--- src/rtl/flash_cmd_map.svh ---
`ifndef FLASH_CMD_MAP_SVH
`define FLASH_CMD_MAP_SVH
// ----------------------------------------------------------------
// Opcodes
// ----------------------------------------------------------------
`define OP_ERASE_ALL_A   8'hc7
`define OP_ERASE_ALL_B   8'h60
`define OP_POWER_DOWN    8'hb9
`define OP_RELEASE_ID    8'hab
`define OP_MFR_DEV_ID    8'h90
`define OP_DUAL_ID       8'h92
`define OP_UNIQUE_ID     8'h4b
`define OP_STD_ID        8'h9f
`define OP_READ_STATUS   8'h05
// ----------------------------------------------------------------
// Frame lengths in bits
// ----------------------------------------------------------------
`define OPCODE_BITS      6'h08
`define ADDR_BITS        6'h18
`define LONG_IN_BITS     6'h20
`define LEN_BYTE         7'h08
`define LEN_PAIR         7'h10
`define LEN_TRIPLE       7'h18
`define LEN_UNIQUE       7'h40
// ----------------------------------------------------------------
// Status byte field positions
// ----------------------------------------------------------------
`define ST_BUSY_BIT      0
`define ST_WEL_BIT       1
`define ST_BP_LO_BIT     2
`define ST_BP_HI_BIT     3
`define ST_TB_BIT        5
// ----------------------------------------------------------------
// Timing
// ----------------------------------------------------------------
`define CLK_PERIOD_NS    40
`define PD_ENTRY_NS      3000
`define RELEASE_NS       3000
`define RELEASE_ID_NS    3600
`define ERASE_ALL_MS     250
`define PD_ENTRY_CYC     ((`PD_ENTRY_NS / `CLK_PERIOD_NS) > 0 ? (`PD_ENTRY_NS / `CLK_PERIOD_NS) : 1)
`define RELEASE_CYC      ((`RELEASE_NS / `CLK_PERIOD_NS) > 0 ? (`RELEASE_NS / `CLK_PERIOD_NS) : 1)
`define RELEASE_ID_CYC   ((`RELEASE_ID_NS / `CLK_PERIOD_NS) > 0 ? (`RELEASE_ID_NS / `CLK_PERIOD_NS) : 1)
`define ERASE_ALL_CYC    (`ERASE_ALL_MS * 1000000 / `CLK_PERIOD_NS)
`endif

--- src/rtl/flash_cmd_pkg.sv ---
package flash_cmd_pkg;
  typedef enum logic [2:0] {
    ST_OPCODE  = 3'b000,
    ST_COLLECT = 3'b001,
    ST_OUT     = 3'b010,
    ST_IGNORE  = 3'b011
  } cmd_state_t;

  typedef struct packed {
    logic top_bottom_protect;
    logic block_protect_hi;
    logic block_protect_lo;
  } protect_t;
endpackage
--- src/rtl/flash_cmd_core.sv ---
`include "flash_cmd_map.svh"
`timescale 1ns/1ps
`default_nettype none

module flash_cmd_core
  import flash_cmd_pkg::*;
#(
  parameter logic [7:0]  MFR_ID        = 8'h5a,  // Arbitrary value
  parameter logic [7:0]  DEVICE_ID     = 8'h10,  // Arbitrary value
  parameter logic [7:0]  MEM_TYPE      = 8'h30,  // Arbitrary value
  parameter logic [7:0]  CAPACITY      = 8'h11,  // Arbitrary value
  parameter logic [63:0] UNIQUE_NUM    = 64'h0123_4567_89ab_cdef,  // Arbitrary value
  parameter int unsigned ERASE_CYCLES  = `ERASE_ALL_CYC
) (
  input  wire logic     clock,
  input  wire logic     nrst,
  input  wire logic     chip_select_n,
  input  wire logic     serial_clock,
  input  wire logic     dual_line_0_in,
  input  wire logic     dual_line_1_in,
  input  wire protect_t protect,
  input  wire logic     wel_set,
  input  wire logic     other_busy,
  output logic          dual_line_0_out,
  output logic          dual_line_0_oe,
  output logic          dual_line_1_out,
  output logic          dual_line_1_oe,
  output logic          write_enable_latch,
  output logic          busy,
  output logic          power_down,
  output logic          erase_all_strobe
);

  // ----------------------------------------------------------------
  // Pin synchronisers
  // ----------------------------------------------------------------
  logic cs_s1, cs_s2, cs_s3, ck_s1, ck_s2, ck_s3;
  logic d0_s1, d0_s2, d1_s1, d1_s2;

  always_ff @(posedge clock or negedge nrst) begin
    if (!nrst) begin
      cs_s1 <= 1'b1;
      cs_s2 <= 1'b1;
      cs_s3 <= 1'b1;
      ck_s1 <= 1'b0;
      ck_s2 <= 1'b0;
      ck_s3 <= 1'b0;
      d0_s1 <= 1'b0;
      d0_s2 <= 1'b0;
      d1_s1 <= 1'b0;
      d1_s2 <= 1'b0;
    end else begin
      cs_s1 <= chip_select_n;
      cs_s2 <= cs_s1;
      cs_s3 <= cs_s2;
      ck_s1 <= serial_clock;
      ck_s2 <= ck_s1;
      ck_s3 <= ck_s2;
      d0_s1 <= dual_line_0_in;
      d0_s2 <= d0_s1;
      d1_s1 <= dual_line_1_in;
      d1_s2 <= d1_s1;
    end
  end

  logic ck_rise, ck_fall, cs_rise;
  assign ck_rise = ck_s2 & ~ck_s3;
  assign ck_fall = ~ck_s2 & ck_s3;
  assign cs_rise = cs_s2 & ~cs_s3;

  // ----------------------------------------------------------------
  // Shared state
  // ----------------------------------------------------------------
  cmd_state_t  state_reg;
  logic [7:0]  cmd_reg;
  logic [5:0]  cnt_reg;
  logic [5:0]  need_reg;
  logic [31:0] sh_reg;
  logic        dual_reg, armed_reg, swap_reg, rel_seen_reg, rel_extra_reg;
  logic        erase_busy_reg, pd_reg, wel_reg;
  logic [31:0] erase_cnt_reg;
  logic [15:0] entry_cnt_reg, rel_cnt_reg;
  logic [6:0]  pos_reg;
  logic        busy_any, lockout, no_protect;
  logic [7:0]  opc, status_byte;

  assign busy_any   = erase_busy_reg | other_busy;
  assign lockout    = (entry_cnt_reg != 16'h0000) || (rel_cnt_reg != 16'h0000);
  assign no_protect = ~protect.block_protect_hi & ~protect.block_protect_lo;
  assign opc        = {sh_reg[6:0], d0_s2};

  always_comb begin
    status_byte = 8'h00;
    status_byte[`ST_BUSY_BIT]  = busy_any;
    status_byte[`ST_WEL_BIT]   = wel_reg;
    status_byte[`ST_BP_LO_BIT] = protect.block_protect_lo;
    status_byte[`ST_BP_HI_BIT] = protect.block_protect_hi;
    status_byte[`ST_TB_BIT]    = protect.top_bottom_protect;
  end

  // ----------------------------------------------------------------
  // Command framing
  // ----------------------------------------------------------------
  always_ff @(posedge clock or negedge nrst) begin
    if (!nrst) begin
      state_reg     <= ST_OPCODE;
      cmd_reg       <= 8'h00;
      cnt_reg       <= 6'h00;
      need_reg      <= 6'h00;
      sh_reg        <= 32'h0000_0000;
      dual_reg      <= 1'b0;
      armed_reg     <= 1'b0;
      swap_reg      <= 1'b0;
      rel_seen_reg  <= 1'b0;
      rel_extra_reg <= 1'b0;
    end else if (cs_s2) begin
      state_reg     <= ST_OPCODE;
      cnt_reg       <= 6'h00;
      dual_reg      <= 1'b0;
      armed_reg     <= 1'b0;
      rel_seen_reg  <= 1'b0;
      rel_extra_reg <= 1'b0;
    end else if (ck_rise) begin
      if (state_reg != ST_OPCODE) begin
        armed_reg <= 1'b0;
        if (rel_seen_reg)
          rel_extra_reg <= 1'b1;
      end
      case (state_reg)
        ST_OPCODE: begin
          sh_reg  <= {sh_reg[30:0], d0_s2};
          cnt_reg <= cnt_reg + 6'h01;
          if (cnt_reg == `OPCODE_BITS - 6'h01) begin
            cnt_reg   <= 6'h00;
            cmd_reg   <= opc;
            state_reg <= ST_IGNORE;
            if (!lockout && (!pd_reg || opc == `OP_RELEASE_ID)) begin
              case (opc)
                `OP_ERASE_ALL_A, `OP_ERASE_ALL_B, `OP_POWER_DOWN: begin
                  armed_reg <= 1'b1;
                end
                `OP_RELEASE_ID: begin
                  if (!busy_any) begin
                    rel_seen_reg <= 1'b1;
                    need_reg     <= `ADDR_BITS;
                    state_reg    <= ST_COLLECT;
                  end
                end
                `OP_MFR_DEV_ID: begin
                  need_reg  <= `ADDR_BITS;
                  state_reg <= ST_COLLECT;
                end
                `OP_DUAL_ID: begin
                  need_reg  <= `LONG_IN_BITS;
                  dual_reg  <= 1'b1;
                  state_reg <= ST_COLLECT;
                end
                `OP_UNIQUE_ID: begin
                  need_reg  <= `LONG_IN_BITS;
                  state_reg <= ST_COLLECT;
                end
                `OP_STD_ID, `OP_READ_STATUS: begin
                  state_reg <= ST_OUT;
                end
                default: begin
                  state_reg <= ST_IGNORE;
                end
              endcase
            end
          end
        end
        ST_COLLECT: begin
          // Mode bits are taken but unused: the device does not enter continuous mode here
          if (dual_reg) begin
            sh_reg  <= {sh_reg[29:0], d1_s2, d0_s2};
            cnt_reg <= cnt_reg + 6'h02;
            if (cnt_reg + 6'h02 == need_reg) begin
              swap_reg  <= sh_reg[6];
              state_reg <= ST_OUT;
            end
          end else begin
            sh_reg  <= {sh_reg[30:0], d0_s2};
            cnt_reg <= cnt_reg + 6'h01;
            if (cnt_reg + 6'h01 == need_reg) begin
              swap_reg  <= d0_s2;
              state_reg <= ST_OUT;
            end
          end
        end
        ST_OUT, ST_IGNORE: begin
          state_reg <= state_reg;
        end
        default: begin
          state_reg <= ST_IGNORE;
        end
      endcase
    end
  end

  // ----------------------------------------------------------------
  // Erase-all and power state
  // ----------------------------------------------------------------
  always_ff @(posedge clock or negedge nrst) begin
    if (!nrst) begin
      erase_busy_reg   <= 1'b0;
      erase_cnt_reg    <= 32'h0000_0000;
      erase_all_strobe <= 1'b0;
      pd_reg           <= 1'b0;
      entry_cnt_reg    <= 16'h0000;
      rel_cnt_reg      <= 16'h0000;
    end else begin
      erase_all_strobe <= 1'b0;
      if (erase_busy_reg) begin
        erase_cnt_reg <= erase_cnt_reg - 32'h0000_0001;
        if (erase_cnt_reg == 32'h0000_0001)
          erase_busy_reg <= 1'b0;
      end
      if (entry_cnt_reg != 16'h0000) begin
        entry_cnt_reg <= entry_cnt_reg - 16'h0001;
        if (entry_cnt_reg == 16'h0001)
          pd_reg <= 1'b1;
      end
      if (rel_cnt_reg != 16'h0000) begin
        rel_cnt_reg <= rel_cnt_reg - 16'h0001;
        if (rel_cnt_reg == 16'h0001)
          pd_reg <= 1'b0;
      end
      if (cs_rise) begin
        if (armed_reg && (cmd_reg == `OP_ERASE_ALL_A || cmd_reg == `OP_ERASE_ALL_B)
            && wel_reg && no_protect && !busy_any) begin
          erase_busy_reg   <= 1'b1;
          erase_cnt_reg    <= ERASE_CYCLES;
          erase_all_strobe <= 1'b1;
        end
        if (armed_reg && cmd_reg == `OP_POWER_DOWN)
          entry_cnt_reg <= 16'(`PD_ENTRY_CYC);
        if (rel_seen_reg && pd_reg)
          rel_cnt_reg <= rel_extra_reg ? 16'(`RELEASE_ID_CYC) : 16'(`RELEASE_CYC);
      end
    end
  end

  // Set wins over the completion clear
  always_ff @(posedge clock or negedge nrst) begin
    if (!nrst)
      wel_reg <= 1'b0;
    else if (wel_set)
      wel_reg <= 1'b1;
    else if (erase_busy_reg && erase_cnt_reg == 32'h0000_0001)
      wel_reg <= 1'b0;
  end

  // ----------------------------------------------------------------
  // Output shifter
  // ----------------------------------------------------------------
  logic [63:0] pat, pat_sh;
  logic [6:0]  len, pos_next;
  logic [15:0] pair;

  always_comb begin
    pair = swap_reg ? {DEVICE_ID, MFR_ID} : {MFR_ID, DEVICE_ID};
    case (cmd_reg)
      `OP_RELEASE_ID: begin
        pat = {DEVICE_ID, 56'h0};
        len = `LEN_BYTE;
      end
      `OP_MFR_DEV_ID, `OP_DUAL_ID: begin
        pat = {pair, 48'h0};
        len = `LEN_PAIR;
      end
      `OP_UNIQUE_ID: begin
        pat = UNIQUE_NUM;
        len = `LEN_UNIQUE;
      end
      `OP_STD_ID: begin
        pat = {MFR_ID, MEM_TYPE, CAPACITY, 40'h0};
        len = `LEN_TRIPLE;
      end
      default: begin
        pat = {status_byte, 56'h0};
        len = `LEN_BYTE;
      end
    endcase
    pat_sh   = pat << pos_reg;
    pos_next = pos_reg + (dual_reg ? 7'h02 : 7'h01);
    if (pos_next >= len)
      pos_next = 7'h00;
  end

  always_ff @(posedge clock or negedge nrst) begin
    if (!nrst) begin
      pos_reg         <= 7'h00;
      dual_line_0_out <= 1'b0;
      dual_line_0_oe  <= 1'b0;
      dual_line_1_out <= 1'b0;
      dual_line_1_oe  <= 1'b0;
    end else if (cs_s2) begin
      pos_reg        <= 7'h00;
      dual_line_0_oe <= 1'b0;
      dual_line_1_oe <= 1'b0;
    end else if (ck_fall && state_reg == ST_OUT) begin
      pos_reg         <= pos_next;
      dual_line_1_out <= pat_sh[63];
      dual_line_1_oe  <= 1'b1;
      dual_line_0_out <= pat_sh[62];
      dual_line_0_oe  <= dual_reg;
    end
  end

  assign write_enable_latch = wel_reg;
  assign busy               = erase_busy_reg;
  assign power_down         = pd_reg;

  // ----------------------------------------------------------------
  // Checks
  // ----------------------------------------------------------------
  a_erase_needs_wel: assert property (@(posedge clock) disable iff (!nrst)
    $rose(erase_busy_reg) |-> $past(wel_reg)) else $error("erase started without latch");
  a_erase_unprot: assert property (@(posedge clock) disable iff (!nrst)
    $rose(erase_busy_reg) |-> $past(no_protect)) else $error("erase started while protected");
  a_erase_frame: assert property (@(posedge clock) disable iff (!nrst)
    $rose(erase_busy_reg) |-> $past(cs_rise) && erase_all_strobe) else $error("erase off frame");
  a_wel_clear_done: assert property (@(posedge clock) disable iff (!nrst)
    $fell(erase_busy_reg) && !$past(wel_set) |-> !wel_reg) else $error("latch kept after erase");
  a_pd_only_release: assert property (@(posedge clock) disable iff (!nrst)
    pd_reg && state_reg == ST_OUT |-> cmd_reg == `OP_RELEASE_ID) else $error("command in power-down");
  a_pd_entry_time: assert property (@(posedge clock) disable iff (!nrst)
    entry_cnt_reg == 16'h0001 |=> pd_reg) else $error("power-down late");
  a_dual_oe_only: assert property (@(posedge clock) disable iff (!nrst)
    dual_line_0_oe |-> dual_line_1_oe && cmd_reg == `OP_DUAL_ID) else $error("line 0 driven");
  a_cs_ends_cmd: assert property (@(posedge clock) disable iff (!nrst)
    cs_s2 |=> state_reg == ST_OPCODE && !dual_line_1_oe) else $error("command outlived frame");
  a_release_busy: assert property (@(posedge clock) disable iff (!nrst)
    $rose(rel_seen_reg) |-> !$past(busy_any)) else $error("release taken while busy");

endmodule
`default_nettype wire

--- config.mk ---
export PLATFORM = sky130hd
export DESIGN_NAME = flash_cmd_core
export DESIGN_NICKNAME = d
export VERILOG_FILES = /design/src/rtl/flash_cmd_pkg.sv /design/src/rtl/flash_cmd_core.sv
export VERILOG_INCLUDE_DIRS = /design/src /design/src/rtl
export SDC_FILE = /design/constraint.sdc
export NUM_CORES = 1
export LEC_CHECK = 0
export BUFFER_PORTS_ARGS = -buffer_cell sky130_fd_sc_hd__clkbuf_2
export CORE_UTILIZATION = 66
export CTS_CLUSTER_SIZE = 28
export DETAILED_ROUTE_END_ITERATION = 16
export PLACE_DENSITY = 0.85
export SLEW_MARGIN = 0
export SYNTH_ARGS = -nofsm -noshare
export SYNTH_HDL_FRONTEND = slang
export SYNTH_SLANG_ARGS = --single-unit
--- constraint.sdc ---
create_clock -name clock -period 3.8 [get_ports clock]
set_input_delay 0.38 -clock clock [delete_from_list [all_inputs] [get_ports clock]]
set_output_delay 0.38 -clock clock [all_outputs]
set_load 0.02 [all_outputs]
==> qor.csv, run 1 <==
metric,value,unit
status,completed,
largest_reg_flops,32,
avgSynthCellArea,9.18,um2
synthCells,754,
cts_num_sinks,119,
ys_ff_latch,119,
critPathCaptureType,flip-flop,
maxCapViolCount,0,
min_path_type,primary input to async pin,
r2r_cells,11,
first_pass_iters,6,
post_cts_buffers,0,
final_layout_size_suffix_gt1_share,11.6,%
grt_pass1_vias,5649,
antenna_cells,0,
p_total,3.01,mW
clockBufferDepth,2,
ioPinCount,19,
grt_pass1_wl,26600,um
overflow,0,
cp-startpoint,pos_reg[1],
rsz0062_at_grt,no,
finClkSkew,0.0121,ns
critPathArrivalTime,3.51,ns
hold_violations,0,
cts_tree,done,
avgViaCountPerCell,6.32,
place_hpwl,10200,um
leakage,3.30,nW
syn_area,0.00692,mm2
worstPathRequired,4.21,ns
synth_edf_count,0,
whs,0.0176,ns
drt-wirelength-per-cell,17.2,um
htreeDepth,4,
yosysSeqAreaShare,43.1,%
place_area,0.00708,mm2
postSynth.asyncResetShare,100,%
r2r_start,pos_reg[1],
rows,37,
die-area,0.0109,mm2
final_nets,790,
insertion_delay,0.52,ns
tightest_slew,1.01,ns
ant_nets,0,
fmax,323,MHz
cts_resized,0,
crit_path_max_fanout,25,
synth.most_common_cell,dfrtp_1,
die_x,104,um
numCtsBuffers,17,
power_density,392,mW/mm2
ir_worst_vdd,0.325,mV
ctsRootBufferMaster,clkbuf_8,
drt-initial-drc-count,419,
drc,0,
clk_pin_slew,0.07,ns
yosys_warnings,0,
worst-setup-path-type,flip-flop to flip-flop,
netlist.area_leader.share,41.9,%
finalCriticalPeriod,3.09,ns
drt-total-wl,15700,um
synth.top_cells.by_count,"dfrtp_1 (116), nor2_1 (106), nand2_1 (69)",
area_growth,11.0,%
stdcell_area,0.00769,mm2
core_region_area,0.0102,mm2
gp_congestion,0.910,
period_share,81.4,%
ys_types,78,
synth_largest_area_cell,dfrtp_1,
slew_headroom,31.2,%
antenna_found_initial,0,
grt.total_usage,30.3,%
synthFlopType,dfrtp_1,
dieHeight,104,um
setup-violations-final,0,
start_util,67.7,%
tns,0,ns
drv_slew,0,
grt_max_degree,82,
synthTopCellsByArea,"dfrtp_1 (42%), nor2_1 (5.7%), xnor2_1 (4.8%), nand2_1 (3.7%), xor2_1 (3.4%)",
vias,5758,
synthesis.nets,782,
io_buffers,18,
start_kind,flip-flop,
cell type report:
cell class	count	area, um2
Fill cell	702	2540
Multi-Input combinational cell	575	3710
Clock inverter	14	151
Inverter	21	78.8
Timing Repair Buffer	28	178
Clock buffer	18	418
Sequential cell	119	2980
Tap cell	136	170
metrics by stage:
| step | instances | setup slack [ns] | utilization, % |
|---|---|---|---|
| 3_3_place_gp | 875 | 1.04 | 69.2 |
| 2_1_floorplan | 754 | 1.18 | - |
| 6_report | 911 | 0.707 | 75.1 |
| 4_1_cts | 911 | 0.762 | 75.1 |
| 5_1_grt | 911 | 0.521 | 75.1 |
| 3_5_place_dp | 875 | 0.773 | 69.2 |
critical path, cell delays in order, from the launching register on:
cell     delay, ns
dfrtp_1       0.83
ha_1          0.37
a21o_1        0.19
nand2_1       0.08
xor2_1        0.10
ha_1          0.30
inv_1         0.04
o41ai_1       0.45
a21oi_1       0.14
nand2_1       0.10
a21oi_1       0.14
a22o_1        0.24
report_power, final:
part / internal, mW / total (mW) / switching (mW)
clock: 0.938 / 1.55 / 0.610
sequential: 1.29 / 1.36 / 0.0616
combinational: 0.0423 / 0.109 / 0.0667
total: 2.27 / 3.01 / 0.738
placed cells by master, fill, tap and decap left out, drive strengths merged, types with 5 or more instances in the layout:
cell and n:
a31oi 6, xor2 27, buf 7, nor4 21, mux2i 9, a21o 6, o211ai 6, a21boi 6
inv 24, or4 14, a2111oi 5, o31ai 6, a211oi 7, a21oi 23, nand3 21, a22o 6
or3 8, dfrtp 116, and3 7, nand2 69, clkinv 7, ha 16, nor4b 7, clkbuf 35
o21ai 25, mux2 9, nor2 106, nand4 6, nor3 32, xnor2 38, nand3b 5, nor2b 10
nand2b 10
cell families (layout without fill, tap and decap cells):
kind of cell / count (synthesis) / count (layout) / synth area share, %
AND/OR/NAND/NOR: 351 / 351 / 26.9
AO/OA/AOI/OAI: 124 / 124 / 12.3
flip-flops: 119 / 119 / 43.1
XOR/XNOR: 65 / 65 / 8.22
buffers and inverters: 60 / 81 / 3.43
multiplexers: 18 / 18 / 2.82
adder cells (fa/ha/maj): 17 / 17 / 3.18
per-layer routing:
metal / share of wire (%) / track usage [%]
met4: 2.0 / 10.6
met3: 4.6 / 5.51
met5: 0 / 0
met2: 51 / 51.6
met1: 43 / 38.7
repair_timing:
item / 4_1_cts / 5_1_grt
hold buffers: 4 / 0
endpoints found under the setup margin: 0 / 0
hold endpoints to repair: 4 / 0
final timing paths:
| check | to | slack, ns |
|---|---|---|
| setup / recovery | pos_reg[2] | 0.71 |
| hold / removal | erase_cnt_reg[15] | 0.02 |
| setup reg to reg | pos_reg[2] | 0.71 |
| hold reg to reg | d1_s2 | 0.35 |
| max in group asynchronous | cs_s1 | 2.83 |
| min in group clock | write_enable_latch | 0.05 |
Note: power is estimated with default switching activity, not from simulation.
==> run 2, diff against run 1 <==
Settings changed: CORE_UTILIZATION 66 to 63, PLACE_DENSITY 0.85 to 0.81.
Clock period 3.8 ns to 3.05 ns, I/O delays scaled along.
==> run 2 against run 1 <==
Compared with the run above:
- total power rose by 24%
- die area up 4.7%
- non-clock buffer count rose by 10
- cell count is 1.1% higher
- routed wire length down 0.69%
==> qor.csv, run 2 (same netlist as run 1, synthesis figures left out) <==
metric,value,unit,change
final_layout_size_suffix_gt1_share,12.4,%,+0.74 points
min_from,protect[2],,
mostFrequentLayoutCells,"dfrtp_1 (116), nor2_1 (106), nand2_1 (69), xnor2_1 (38), nor3_1 (31)",,
rows,37,,unchanged
worstPathRequired,3.50,ns,-0.71 ns
grt_use_met1,36.7,%,-2.0 points
start_util,65.9,%,-1.8 points
ant_nets,0,,unchanged
nFillCells,707,,+0.71%
leakage,3.37,nW,+2.0%
grt.total_usage,29.0,%,-1.2 points
final_nets,800,,+1.3%
final_common_cell,dfrtp_1,,
vias,5805,,+0.82%
finClkSkew,0.00756,ns,-0.00451 ns
power_density,480,mW/mm2,+22%
fmax,359,MHz,+11%
drt-wirelength-per-cell,16.9,um,-1.8%
worst-setup-path-type,flip-flop to flip-flop,,
whs,0.156,ns,+0.139 ns
clk_pin_slew,0.05,ns,-0.02 ns
numCtsBuffers,17,,unchanged
start_kind,flip-flop,,
finalCriticalPeriod,2.78,ns,-0.310 ns
period_share,91.2,%,+9.8 points
post_cts_buffers,0,,unchanged
drt-initial-drc-count,584,,+39%
drc,0,,unchanged
grt_max_degree,77,,-6.1%
place_hpwl,10400,um,+2.8%
cts_tree,done,,
tightest_slew,0.815,ns,-0.192 ns
drv_slew,0,,unchanged
critPathArrivalTime,3.24,ns,-0.27 ns
r2r_start,dual_reg,,
area_growth,12.5,%,
avgViaCountPerCell,6.30,,-0.28%
grt_pass1_wl,26000,um,-1.9%
grt-busiest-layer,met2,,
holdBufCountCts,6,,+2
tns,0,ns,unchanged
ir_worst_vdd,0.520,mV,+60%
critPathCaptureType,flip-flop,,
cts_num_sinks,119,,unchanged
crit_path_max_fanout,12,,-52%
cts_resized,0,,unchanged
place_area,0.00715,mm2,+1.0%
maxCapViolCount,0,,unchanged
drt-total-wl,15600,um,-0.69%
grtUsageMet2,48.8,%,-2.8 points
ioPinCount,19,,unchanged
largest_reg_flops,32,,unchanged
status,completed,,
hold_violations,0,,unchanged
gp_congestion,0.946,,+3.9%
die_x,107,um,+2.3%
min_path_type,primary input to flip-flop,,
slew_headroom,45.2,%,+14 points
htreeDepth,4,,unchanged
core_region_area,0.0105,mm2,+2.7%
dp.cells,883,,+0.91%
die-area,0.0114,mm2,+4.7%
cp-startpoint,dual_reg,,
use_met3,5.47,%,-0.043 points
rsz0062_at_grt,no,,
dieHeight,107,um,+2.3%
grt_pass1_vias,5674,,+0.44%
stdcell_area,0.00778,mm2,+1.3%
antenna_found_initial,0,,unchanged
insertion_delay,0.52,ns,about the same
clockBufferDepth,2,,unchanged
stdcell_count,921,,+1.1%
first_pass_iters,6,,unchanged
ctsRootBufferMaster,clkbuf_8,,
setup-violations-final,0,,unchanged
io_buffers,18,,unchanged
antenna_cells,0,,unchanged
overflow,0,,unchanged
[run 2: cell count changes in the layout (fill, tap and decap cells not counted), sizes merged]
cell / previous run / this run
inv: 24 / 21
clkinvlp: 2 / 1
buf: 7 / 15
clkbuf: 35 / 40
clkinv: 7 / 6
dlygate4sd3: 4 / 6
[run 2: worst max-delay path, cell delays in order (launching register included)]
cell and delay (ns):
dfrtp_1 0.56, inv_1 0.13, ha_1 0.24, fa_1 0.43, nand3_1 0.11, xnor2_1 0.17, ha_1 0.27, a21oi_1 0.13
nand2_1 0.08, a21oi_1 0.38, a22o_1 0.20
[run 2: cell type report]
| type | instances | area, um2 | area share, % |
|---|---|---|---|
| clock buffer | 23 | 477 | 6.12 |
| sequential | 119 | 2980 | 38.3 |
| tap | 136 | 170 | 2.19 |
| inverter | 21 | 78.8 | 1.01 |
| clock inverter | 9 | 97.6 | 1.25 |
| multi-input combinational | 575 | 3710 | 47.6 |
| timing repair buffer | 38 | 270 | 3.47 |
[run 2: final timing paths]
path,cells after the start,endpoint,slack (ns)
max,10,pos_reg[1],0.27
min,4,dual_line_0_out,0.16
max reg2reg,10,pos_reg[1],0.27
min reg2reg,0,d0_s2,0.35
max in group asynchronous,3,cs_s1,1.90
min in group asynchronous,2,erase_cnt_reg[30],0.33
[run 2: per-stage QoR]
stage	util [%]	total power [mW]	setup slack [ns]
6_report	74.1	3.74	0.268
2_1_floorplan	-	1.77	0.433
4_1_cts	74.1	3.75	0.312
3_5_place_dp	68.0	1.84	0.333
3_3_place_gp	68.0	1.83	0.487
5_1_grt	74.1	3.85	0.0589
[run 2: power by group]
| group | internal, mW | switching, mW | total (mW) |
|---|---|---|---|
| clock | 1.24 | 0.673 | 1.91 |
| sequential | 1.61 | 0.0729 | 1.69 |
| combinational | 0.0566 | 0.0822 | 0.139 |
| total | 2.91 | 0.828 | 3.74 |
[run 2: metal layers]
| layer | wire length [um] | up-vias |
|---|---|---|
| met5 | 0 | - |
| met4 | 250 | 0 |
| met3 | 777 | 22 |
| met2 | 7780 | 217 |
| met1 | 6740 | 2837 |
| li1 | - | 2729 |
